[config.mk]
export PLATFORM = sky130hd
export DESIGN_NAME = bcg_commutation_gating
export DESIGN_NICKNAME = d
export VERILOG_FILES = /design/src/bcg_pkg.sv /design/src/bcg_blank_timer.sv /design/src/bcg_commutation_gating.sv
export SDC_FILE = /design/constraint.sdc
export NUM_CORES = 1
export LEC_CHECK = 0
export BUFFER_PORTS_ARGS = -buffer_cell sky130_fd_sc_hd__buf_4
export CAP_MARGIN = 20
export CORE_ASPECT_RATIO = 0.8
export CORE_MARGIN = 2
export CORE_UTILIZATION = 55
export CTS_CLUSTER_DIAMETER = 80
export DETAILED_ROUTE_END_ITERATION = 10
export GPL_ROUTABILITY_DRIVEN = 0
export PLACE_DENSITY = 0.81
export RECOVER_POWER = 25
export SETUP_SLACK_MARGIN = 0.1
export SYNTH_ARGS = -nofsm -noshare
export SYNTH_HDL_FRONTEND = slang
export SYNTH_SLANG_ARGS = --single-unit
[constraint.sdc]
create_clock -name clk -period 11.75 [get_ports clk]
set_clock_uncertainty 0.2 [all_clocks]
set_input_delay 2.35 -clock clk [delete_from_list [all_inputs] [get_ports clk]]
set_output_delay 2.35 -clock clk [all_outputs]
set_load 0.01 [all_outputs]
[src/bcg_pkg.sv]
/*
  constants shared by the commutation gating block: state codes, phase
  order, timing figures and counts.
  assumes a 100 MHz system clock.
*/
package bcg_pkg;

  // commutation states; align sits outside the running ring
  typedef enum logic [2:0] {
    ST_ALIGN = 3'b000,
    ST_A = 3'b001,
    ST_B = 3'b010,
    ST_C = 3'b011,
    ST_D = 3'b100,
    ST_E = 3'b101,
    ST_F = 3'b110
  } bcg_state_t;

  // start-up modes
  typedef enum logic [1:0] {
    MODE_ALIGN = 2'b00,
    MODE_RAMP = 2'b01,
    MODE_RUN = 2'b10
  } bcg_mode_t;

  // phase index for one-hot drive vectors, bit 0 is phase A
  localparam logic [1:0] PH_A = 2'h0;
  localparam logic [1:0] PH_B = 2'h1;
  localparam logic [1:0] PH_C = 2'h2;
  localparam logic [1:0] PH_NONE = 2'h3;

  // clock and time figures
  localparam int CLK_MHZ = 100;
  localparam int OFF_TIME_US = 20;
  localparam int OFF_TIME_CYC = OFF_TIME_US * CLK_MHZ;
  localparam int OFF_CNT_W = 16;

  // current-limit trip ratio as 1/5 of the limit level
  localparam int TRIP_DIV = 5;

  // reset values of the drive outputs (all switches off)
  localparam logic [2:0] LOW_OFF = 3'h0;
  localparam logic [2:0] HIGH_OFF_N = 3'h7;

endpackage
[src/bcg_blank_timer.sv]
/*
  current-limit one-shot: trips when sensed current passes a fifth of
  the limit level and blanks the low side for a set number of cycles.
  assumes both levels are already synchronous to clk.
*/
`timescale 1ns/1ns
module bcg_blank_timer #(
  parameter int LEVEL_W = 12,
  parameter int CNT_W = 16
) (
  // clock and reset
  input wire logic clk,
  input wire logic srst,
  // levels and off-time
  input wire logic [LEVEL_W-1:0] currentSenseIn,
  input wire logic [LEVEL_W-1:0] currentLimitLevel,
  input wire logic [CNT_W-1:0] offTimeSetting,
  // blanking window
  output logic blankActive
);

  logic [CNT_W-1:0] count_reg;
  logic [LEVEL_W+2:0] senseScaled;
  logic [LEVEL_W+2:0] limitScaled;
  logic trip;

  // compare sense*5 with limit, avoids a divider
  assign senseScaled = {3'h0, currentSenseIn} * (LEVEL_W+3)'(bcg_pkg::TRIP_DIV);
  assign limitScaled = {3'h0, currentLimitLevel};
  assign trip = senseScaled > limitScaled;

  // one-shot counter; retrigger ignored while blanking runs
  always_ff @(posedge clk) begin
    if (srst) begin
      count_reg <= '0;
    end else if (count_reg != '0) begin
      count_reg <= count_reg - CNT_W'(1);
    end else if (trip && offTimeSetting != '0) begin
      count_reg <= offTimeSetting;
    end
  end

  assign blankActive = (count_reg != '0);

endmodule

[src/bcg_commutation_gating.sv]
/*
  commutation state machine and gate output logic for a sensorless
  three-phase motor controller: align, ramp and run modes, direction,
  back-emf sense select, pwm and current-limit gating, undervoltage.
  assumes analog blocks deliver ticks and levels on pins; pin inputs
  are synchronised here, the levels are taken as quasi-static.
*/
// Notes on behaviour
// low-side gate outputs are active high.
// high-side gate outputs are active low.
// outputs combine commutation state, pwm duty gating and current blanking.
// current limit forces only low sides off for a fixed time.
// one-shot trips when sense exceeds 0.2 times the limit level.
// integrator sets off-time no longer than pwm period, 20 to 40 us.
// off-time should respect bridge minimum on time, about 5 us.
// each running state has one low and one high switch, different phases.
// each oscillator tick advances the state by one.
// forward order A to F with given switches and sensed phase.
// align turns on B low plus A and C high, no sensing.
// direction input low steps the states in reverse order.
// controller changes direction only with motor at rest; the code takes the direction pin at every tick in ramp and run.
// power cycle or brake with align input at zero restarts start-up.
// undervoltage forces all six gate outputs off.
// start-up order: align, open-loop ramp, then pll run.
// power-up enters align and holds it until the align timer ends.
// ramp steps A to F for fixed time, back-emf sampling off.
// run mode enables back-emf sensing under pll timing.
// oscillator tick is a synchronised pulse; off-time counted in cycles.
// pwm off time masks the active low side, high side untouched.
`timescale 1ns/1ns
module bcg_commutation_gating #(
  parameter int LEVEL_W = 12,
  parameter int CNT_W = bcg_pkg::OFF_CNT_W
) (
  // clock and reset
  input wire logic clk,
  input wire logic srst,
  // pins from the analog side
  input wire logic commutationTickIn,
  input wire logic directionForward,
  input wire logic brake,
  input wire logic alignTimingInput,
  input wire logic rampTimingInput,
  input wire logic pwmOn,
  input wire logic undervoltageFlag_n,
  // current limit levels and off-time
  input wire logic [LEVEL_W-1:0] currentSenseIn,
  input wire logic [LEVEL_W-1:0] currentLimitLevel,
  input wire logic [CNT_W-1:0] offTimeSetting,
  // gate drives
  output logic phaseALowDrive,
  output logic phaseBLowDrive,
  output logic phaseCLowDrive,
  output logic phaseAHighDrive_n,
  output logic phaseBHighDrive_n,
  output logic phaseCHighDrive_n,
  // sense select and status
  output logic phaseASense,
  output logic phaseBSense,
  output logic phaseCSense,
  output logic backEmfEnable,
  output logic [1:0] startMode
);

  // two-flop synchronisers for all pin inputs, in one vector
  localparam int NSYNC = 7;
  logic [NSYNC-1:0] pinRaw;
  logic [NSYNC-1:0] syncA_reg;
  logic [NSYNC-1:0] syncB_reg;
  logic tickDly_reg;
  logic tickPulse;
  logic fwd;
  logic brk;
  logic alignDone;
  logic rampDone;
  logic pwmGate;
  logic uvOk;

  assign pinRaw = {commutationTickIn, directionForward, brake, alignTimingInput,
                   rampTimingInput, pwmOn, undervoltageFlag_n};

  always_ff @(posedge clk) begin
    if (srst) begin
      syncA_reg <= '0;
      syncB_reg <= '0;
    end else begin
      syncA_reg <= pinRaw;
      syncB_reg <= syncA_reg;
    end
  end

  assign fwd = syncB_reg[5];
  assign brk = syncB_reg[4];
  assign alignDone = syncB_reg[3];
  assign rampDone = syncB_reg[2];
  assign pwmGate = syncB_reg[1];
  assign uvOk = syncB_reg[0];

  // rising edge of the synchronised tick gives one advance pulse
  always_ff @(posedge clk) begin
    if (srst) begin
      tickDly_reg <= 1'b0;
    end else begin
      tickDly_reg <= syncB_reg[6];
    end
  end

  assign tickPulse = syncB_reg[6] & ~tickDly_reg;

  // restart request: brake held with the align timer discharged
  logic restart;
  assign restart = brk & ~alignDone;

  // start-up mode sequencer
  bcg_pkg::bcg_mode_t mode_reg;
  bcg_pkg::bcg_mode_t mode_next;

  always_comb begin
    mode_next = mode_reg;
    case (mode_reg)
      bcg_pkg::MODE_ALIGN: begin
        if (alignDone) begin
          mode_next = bcg_pkg::MODE_RAMP;
        end
      end
      bcg_pkg::MODE_RAMP: begin
        if (rampDone) begin
          mode_next = bcg_pkg::MODE_RUN;
        end
      end
      bcg_pkg::MODE_RUN: begin
        mode_next = bcg_pkg::MODE_RUN;
      end
      default: begin
        mode_next = bcg_pkg::MODE_ALIGN;
      end
    endcase
    if (restart) begin
      mode_next = bcg_pkg::MODE_ALIGN;
    end
  end

  // reset acts as the power cycle
  always_ff @(posedge clk) begin
    if (srst) begin
      mode_reg <= bcg_pkg::MODE_ALIGN;
    end else begin
      mode_reg <= mode_next;
    end
  end

  // commutation ring; forward A..F, reverse F..A
  bcg_pkg::bcg_state_t state_reg;
  bcg_pkg::bcg_state_t state_next;

  always_comb begin
    state_next = state_reg;
    if (mode_reg == bcg_pkg::MODE_ALIGN) begin
      state_next = bcg_pkg::ST_ALIGN;
    end else if (tickPulse) begin
      case (state_reg)
        bcg_pkg::ST_ALIGN: state_next = fwd ? bcg_pkg::ST_A : bcg_pkg::ST_F;
        bcg_pkg::ST_A: state_next = fwd ? bcg_pkg::ST_B : bcg_pkg::ST_F;
        bcg_pkg::ST_B: state_next = fwd ? bcg_pkg::ST_C : bcg_pkg::ST_A;
        bcg_pkg::ST_C: state_next = fwd ? bcg_pkg::ST_D : bcg_pkg::ST_B;
        bcg_pkg::ST_D: state_next = fwd ? bcg_pkg::ST_E : bcg_pkg::ST_C;
        bcg_pkg::ST_E: state_next = fwd ? bcg_pkg::ST_F : bcg_pkg::ST_D;
        bcg_pkg::ST_F: state_next = fwd ? bcg_pkg::ST_A : bcg_pkg::ST_E;
        default: state_next = bcg_pkg::ST_ALIGN;
      endcase
    end
    if (restart) begin
      state_next = bcg_pkg::ST_ALIGN;
    end
  end

  always_ff @(posedge clk) begin
    if (srst) begin
      state_reg <= bcg_pkg::ST_ALIGN;
    end else begin
      state_reg <= state_next;
    end
  end

  // table: low phase, high phase, sensed phase per state
  function automatic logic [5:0] stateRow(input bcg_pkg::bcg_state_t s);
    case (s)
      bcg_pkg::ST_A: stateRow = {bcg_pkg::PH_C, bcg_pkg::PH_A, bcg_pkg::PH_B};
      bcg_pkg::ST_B: stateRow = {bcg_pkg::PH_C, bcg_pkg::PH_B, bcg_pkg::PH_A};
      bcg_pkg::ST_C: stateRow = {bcg_pkg::PH_A, bcg_pkg::PH_B, bcg_pkg::PH_C};
      bcg_pkg::ST_D: stateRow = {bcg_pkg::PH_A, bcg_pkg::PH_C, bcg_pkg::PH_B};
      bcg_pkg::ST_E: stateRow = {bcg_pkg::PH_B, bcg_pkg::PH_C, bcg_pkg::PH_A};
      bcg_pkg::ST_F: stateRow = {bcg_pkg::PH_B, bcg_pkg::PH_A, bcg_pkg::PH_C};
      default: stateRow = {bcg_pkg::PH_NONE, bcg_pkg::PH_NONE, bcg_pkg::PH_NONE};
    endcase
  endfunction

  // phase index to one-hot, used three times
  function automatic logic [2:0] oneHot(input logic [1:0] ph);
    case (ph)
      bcg_pkg::PH_A: oneHot = 3'h1;
      bcg_pkg::PH_B: oneHot = 3'h2;
      bcg_pkg::PH_C: oneHot = 3'h4;
      default: oneHot = 3'h0;
    endcase
  endfunction

  // current-limit one-shot
  logic blankActive;

  bcg_blank_timer #(
    .LEVEL_W(LEVEL_W),
    .CNT_W(CNT_W)
  ) u_blank (
    .clk(clk),
    .srst(srst),
    .currentSenseIn(currentSenseIn),
    .currentLimitLevel(currentLimitLevel),
    .offTimeSetting(offTimeSetting),
    .blankActive(blankActive)
  );

  // raw switch pattern from the state, one low and one high in a running state
  logic [5:0] row;
  logic [2:0] lowOn;
  logic [2:0] highOn;
  logic [2:0] senseSel;

  always_comb begin
    row = stateRow(state_reg);
    if (state_reg == bcg_pkg::ST_ALIGN) begin
      lowOn = 3'h2;
      highOn = 3'h5;
      senseSel = 3'h0;
    end else begin
      lowOn = oneHot(row[5:4]);
      highOn = oneHot(row[3:2]);
      senseSel = (mode_reg == bcg_pkg::MODE_RUN) ? oneHot(row[1:0]) : 3'h0;
    end
  end

  // final gating registered so outputs are glitch free
  logic [2:0] lowDrive_reg;
  logic [2:0] highDriveN_reg;
  logic [2:0] sense_reg;

  always_ff @(posedge clk) begin
    if (srst) begin
      lowDrive_reg <= bcg_pkg::LOW_OFF;
      highDriveN_reg <= bcg_pkg::HIGH_OFF_N;
    end else if (!uvOk) begin
      lowDrive_reg <= bcg_pkg::LOW_OFF;
      highDriveN_reg <= bcg_pkg::HIGH_OFF_N;
    end else begin
      // pwm and blanking only touch the low side
      lowDrive_reg <= lowOn & {3{pwmGate & ~blankActive}};
      highDriveN_reg <= ~highOn;
    end
  end

  // sense select cleared with the mode; a restart must not leave a stale select behind
  always_ff @(posedge clk) begin
    if (srst) begin
      sense_reg <= 3'h0;
    end else if (mode_next != bcg_pkg::MODE_RUN) begin
      sense_reg <= 3'h0;
    end else begin
      sense_reg <= senseSel;
    end
  end

  assign phaseALowDrive = lowDrive_reg[0];
  assign phaseBLowDrive = lowDrive_reg[1];
  assign phaseCLowDrive = lowDrive_reg[2];
  assign phaseAHighDrive_n = highDriveN_reg[0];
  assign phaseBHighDrive_n = highDriveN_reg[1];
  assign phaseCHighDrive_n = highDriveN_reg[2];
  assign phaseASense = sense_reg[0];
  assign phaseBSense = sense_reg[1];
  assign phaseCSense = sense_reg[2];
  assign backEmfEnable = (mode_reg == bcg_pkg::MODE_RUN);
  assign startMode = mode_reg;

endmodule

* Yosys cells after proc, flatten, opt, wreduce, memory -nomap -nowiden *
Cells that the tools add are included.

cells by class
  order comparisons = 1
  reduce and logical (&&, ||, !) cells = 12
  equal/unequal tests = 15
  multiplexer cells = 20
  bitwise logic cells = 10
  $mul = 1
  $add $sub $neg = 1

operator list
  kind                   number
  $pmux 6 s6             1
  $mux 16                2
  $reduce_bool 16->1     2
  $pmux 3 s3             3
  $mux 3                 7
  $pmux 3 s7             1
  $sub 16x1->16 const B  1
  $gt 15x12->1           1
  $mul 12x3->15 const B  1
  $mux 2                 5
  $eq 3x3->1 const B     3
  $eq 2x1->1 const B     4
  $eq 2x2->1 const B     4
  $logic_not 2->1        4
  $eq 3x2->1 const B     2
  $pmux 2 s3             1
  $not 1->1              5
  $reduce_or 4->1        1
  $and 1x1->1            3
  $and 3x3->3            1
  $eq 3x1->1 const B     1
  $logic_not 3->1        1
  $not 3->3              1
  $reduce_or 3->1        1
  other kinds (4)        4

storage, ports and cells
  bits in registers = 45
  input port bits = 49
  word-level logic and storage cells = 69
  output and inout bits = 12

* Longest topological paths before layout *
  depth after elaboration = 6
  mapped depth = 18
  depth with buffers taken out = 17

* Hierarchy *
Synthesis repeated with hierarchy kept, for this count alone.

unflattened totals
  cell total of the unflattened synthesis = 308
  area, all modules = 2,822.7 sq um

by module, submodules not included
  module                  area each (sq um)  instances  cells an instance  sequential area each (sq um)
  bcg_blank_timer         1,756.7            1          205                320.3
  bcg_commutation_gating  1,066.0            1          103                580.6

* Least setup slack after synthesis *
OpenSTA, ideal clock, no wires.

  kind = input to register
  from = input currentSenseIn[1]
  to = register u_blank.count_reg[10]
  path slack = 5,482 ps
  setup time = 71 ps
  arrival time = 5,997 ps
  cell stages on the path = 18
  buffers on the path = 1
  required time = 11,479 ps
  cells stage by stage = ha_1 -> ha_1 -> fa_1 -> a21o_1 -> a221oi_1 -> nor2b_1 -> o21bai_1 -> a21oi_1 -> xnor2_1 -> ha_1 -> nand2_1 -> or2_2 -> a311oi_1 -> o21ai_0 -> a41oi_1 -> nor3b_4 -> buf_6 -> o2bb2ai_2

on the way
  longest elaborated chain between the ends = 4

RTL lines
  item                         line                          RTL
  start, declared              bcg_commutation_gating.sv:47  input wire logic [LEVEL_W-1:0] currentSenseIn,
  $mul 12x3->15                bcg_blank_timer.sv:28         assign senseScaled = {3'h0, currentSenseIn} * (LEVEL_W+3)'(bcg_pkg::TRIP_DIV);
  $gt 15x12->1                 bcg_blank_timer.sv:30         assign trip = senseScaled > limitScaled;
  $logic_and 1x1->1            bcg_blank_timer.sv:38         end else if (trip && offTimeSetting != '0) begin
  $reduce_bool 2->1 (no line)  n/a
  end signal, assigned         bcg_blank_timer.sv:37         count_reg <= count_reg - CNT_W'(1);
  end signal, assigned         bcg_blank_timer.sv:39         count_reg <= offTimeSetting;
  end, declared                bcg_blank_timer.sv:22         logic [CNT_W-1:0] count_reg;

Every way passes these cells.
A chain may end at the register's enable or synchronous reset.

* Worst setup path in the final report *
  from = input currentSenseIn[1]
  to = register u_blank.count_reg[2]

Same word-level chain as after synthesis.

==> flow_metrics.env <==
export IMPL_cellLeakagePower_uw=0.00150
export IMPL_antenna_found_initial=0
export IMPL_cts_buffer_depth=2
export IMPL_grt_max_degree=23
export IMPL_yosys_area_share_simple=0.205
export IMPL_synthFlopType="dfxtp_1"
export IMPL_start_util=0.564
export IMPL_ys_seq_area_frac=0.321
export IMPL_rsz0062_at_grt="no"
export IMPL_ff2ff_path_depth=5
export IMPL_swShare=0.366
export IMPL_dp_hpwl_um=4350
export IMPL_dr_pass1_iters=5
export IMPL_port_buffers=60
export IMPL_end_kind="flop"
export IMPL_r2r_slack_ns=9.09
export IMPL_clk_latency_ns=0.30
export IMPL_async_reset_ff_frac=0
export IMPL_cpMaxStageDelayCell="nor3b_4"
export IMPL_viasPerCell=5.43
export IMPL_ir_drop_uv=138
export IMPL_max_stage_delay_ns=0.73
export IMPL_die_height_um=67.9
export IMPL_drc=0
export IMPL_synth_compound_area_share=0.180
export IMPL_max_slew_margin_rel=0.362
export IMPL_max_freq_mhz=150
export IMPL_pwr_share_seq=0.389
export IMPL_power_uw=484
export IMPL_num_rows=23
export IMPL_synthTopCellsByCount="45 x dfxtp_1, 34 x ha_1, 23 x nor2_1"
export IMPL_p_comb_frac=0.399
export IMPL_switchingPower_uw=177
export IMPL_synth_top_area_frac=0.321
export IMPL_final_cells=427
export IMPL_post_cts_setup_buffer_count=0
export IMPL_synth_area_leaders="dfxtp_1 32%, ha_1 15%, o2bb2ai_2 5.3%"
export IMPL_synth_most_common_cell="dfxtp_1"
export IMPL_crit_required_ns=11.77
export IMPL_syn_num_nets=389
export IMPL_grt_pass1_wl_um=9450
export IMPL_p_per_area_nw_per_um2=143
export IMPL_path_buf_inv=1
export IMPL_p_int_uw=307
export IMPL_cts_tree="done"
export IMPL_startpoint_type="input pin"
export IMPL_slew_viol_final=0
export IMPL_cp_top_family="compound AO/OA/AOI/OAI gates"
export IMPL_synth_xor_area_frac=0.0686
export IMPL_syn_avg_cell_area_um2=9.21
export IMPL_drt_initial_drc_count=104
export IMPL_yosys_area_top_type="dfxtp_1"
export IMPL_cpMostUsedCell="ha_1"
export IMPL_r2r_start="u_blank.count_reg[2]"
export IMPL_vias=2318
export IMPL_syn_cell_area_um2=2810
export IMPL_synth_edff_count=0
export IMPL_worstPathCellList="buf_4 -> ha_1 -> ha_1 -> fa_1 -> a21o_1 -> a221oi_1 -> nor2b_1 -> o21bai_1 -> a21oi_1 -> xnor2_1 -> ha_1 -> nand2_1 -> or2_2 -> a311oi_1 -> o21ai_0 -> a41oi_1 -> nor3b_4 -> o2bb2ai_1"
export IMPL_synthAdderAreaFrac=0.159
export IMPL_period_share=0.566
export IMPL_hold_path_class="reg -> reg"
export IMPL_io_pins=61
export IMPL_cts_htree_levels=2
export IMPL_gr_total_overflow=0
export IMPL_clk_pin_slew_worst_paths_ns=0.09
export IMPL_area_delta_synth_final_pct=20.6
export IMPL_worst_setup_path_type="in -> reg"
export IMPL_final_layout_size_suffix_gt1_frac=0.230
export IMPL_path_depth=18
export IMPL_setup_viol=0
export IMPL_fin_setup_tns_ns=0
export IMPL_r2r_end="u_blank.count_reg[5]"
export IMPL_drv_cap=0
export IMPL_drt_total_wl_um=5510
export IMPL_grt_pass1_vias=2139
export IMPL_outcome="finished, final reports clean"
export IMPL_diodes=0
export IMPL_yosysUniqueCellTypes=51
export IMPL_fp_dieArea_um2=5700
export IMPL_ctsRootBufferMaster="clkbuf_8"
export IMPL_wl_per_cell_um=12.9
export IMPL_arrival_ns=6.67
export IMPL_worstMarginPinSlew_ns=0.957
export IMPL_period_needed_ns=6.65
export IMPL_ys_ff_latch=45
export IMPL_power_frac_clock=0.212
export IMPL_synth_top_family_by_area="simple AND/OR/NAND/NOR gates"
export IMPL_synthCells=305
export IMPL_core_um2=4980
export IMPL_die_w_um=83.9
export IMPL_largest_reg_flops=16
export IMPL_cts_resized=0
export IMPL_postRouteAntennaNets=0
export IMPL_grtUsageTotal=0.203
export IMPL_min_from="syncA_reg[2]"
export IMPL_cts_buffers=5
export IMPL_fin_nets=448
export IMPL_clock_sinks=45
export IMPL_hold_violations=0
export IMPL_yosys_mux_area_fraction=0.0223
export IMPL_min_to="syncB_reg[2]"
export IMPL_cp_max_fo=14
export IMPL_place_inst=419
export IMPL_cts_hold_buf=0
export IMPL_yosys_warnings=0
export IMPL_hold_path_depth=1
==> power groups by stage <==
| stage | sequential, µW | combinational (µW) | clock [µW] |
|---|---|---|---|
| finish | 188 | 193 | 103 |
| global route | 191 | 218 | 111 |
| CTS | 188 | 193 | 104 |
| detailed placement | 190 | 190 | 0 |
| global placement | 190 | 185 | 0 |
| floorplan | 187 | 149 | 0 |
==> cell usage in the layout, fill, tap and decap left out, types with 3 or more instances in the layout <==
cell	instances
buf_4	59
clkbuf_8	5
nand4_1	5
inv_1	22
dfxtp_1	45
o2bb2ai_1	3
o2bb2ai_2	10
mux2i_1	4
a21oi_1	14
nand2b_1	5
a2111oi_0	3
ha_1	34
xor2_1	8
a21o_1	4
and3_1	3
nand2_1	11
nor2_1	23
o21a_1	3
o21ai_0	6
xnor2_1	14
nor2b_1	20
nor4_1	6
nor3_1	9
nand3_1	11
==> logic make-up after synthesis <==
group,Yosys count
adders and majority gates,35
xor gates and xnor gates,22
muxes,6
DFF,45
and+or+nand+nor,106
AOI/OAI and AO/OA,61
buffers and inverters,30
==> stage by stage <==
stage	cell area [µm²]	hold slack (ns)	util	setup slack, ns
after floorplan	2810	0.214	-	5.48
after global placement	3290	0.217	0.662	4.87
after detailed placement	3290	0.224	0.662	4.77
after CTS	3390	0.246	0.681	5.06
after global routing	3390	0.265	0.681	4.75
final	3390	0.244	0.681	5.10
==> layer usage <==
| metal | global-route usage | share of wire | vias to the layer above |
|---|---|---|---|
| met3 | 0.0374 | 0.047 | 4 |
| met4 | 0.0484 | 0.0087 | 0 |
| met5 | 0 | 0 | - |
| met2 | 0.350 | 0.46 | 56 |
| li1 | - | - | 1213 |
| met1 | 0.268 | 0.48 | 1045 |
==> layout make-up <==
cell class | count | area (µm²)
Multi-Input combinational cell | 230 | 1780
Fill cell | 393 | 1590
Sequential cell | 45 | 901
Timing Repair Buffer | 60 | 447
Inverter | 22 | 82.6
Tap cell | 62 | 77.6
Clock buffer | 5 | 68.8
Clock inverter | 3 | 28.8
==> worst max path at each step <==
stage	from	to	slack, ns
after global routing	currentSenseIn[1]	u_blank.count_reg[3]	4.75
after floorplan	currentSenseIn[1]	u_blank.count_reg[10]	5.48
after detailed placement	currentSenseIn[1]	u_blank.count_reg[3]	4.77
final	currentSenseIn[1]	u_blank.count_reg[2]	5.10
after CTS	currentSenseIn[1]	u_blank.count_reg[4]	5.06
after global placement	currentSenseIn[1]	u_blank.count_reg[5]	4.87
Power figures use the tool's default switching activity.
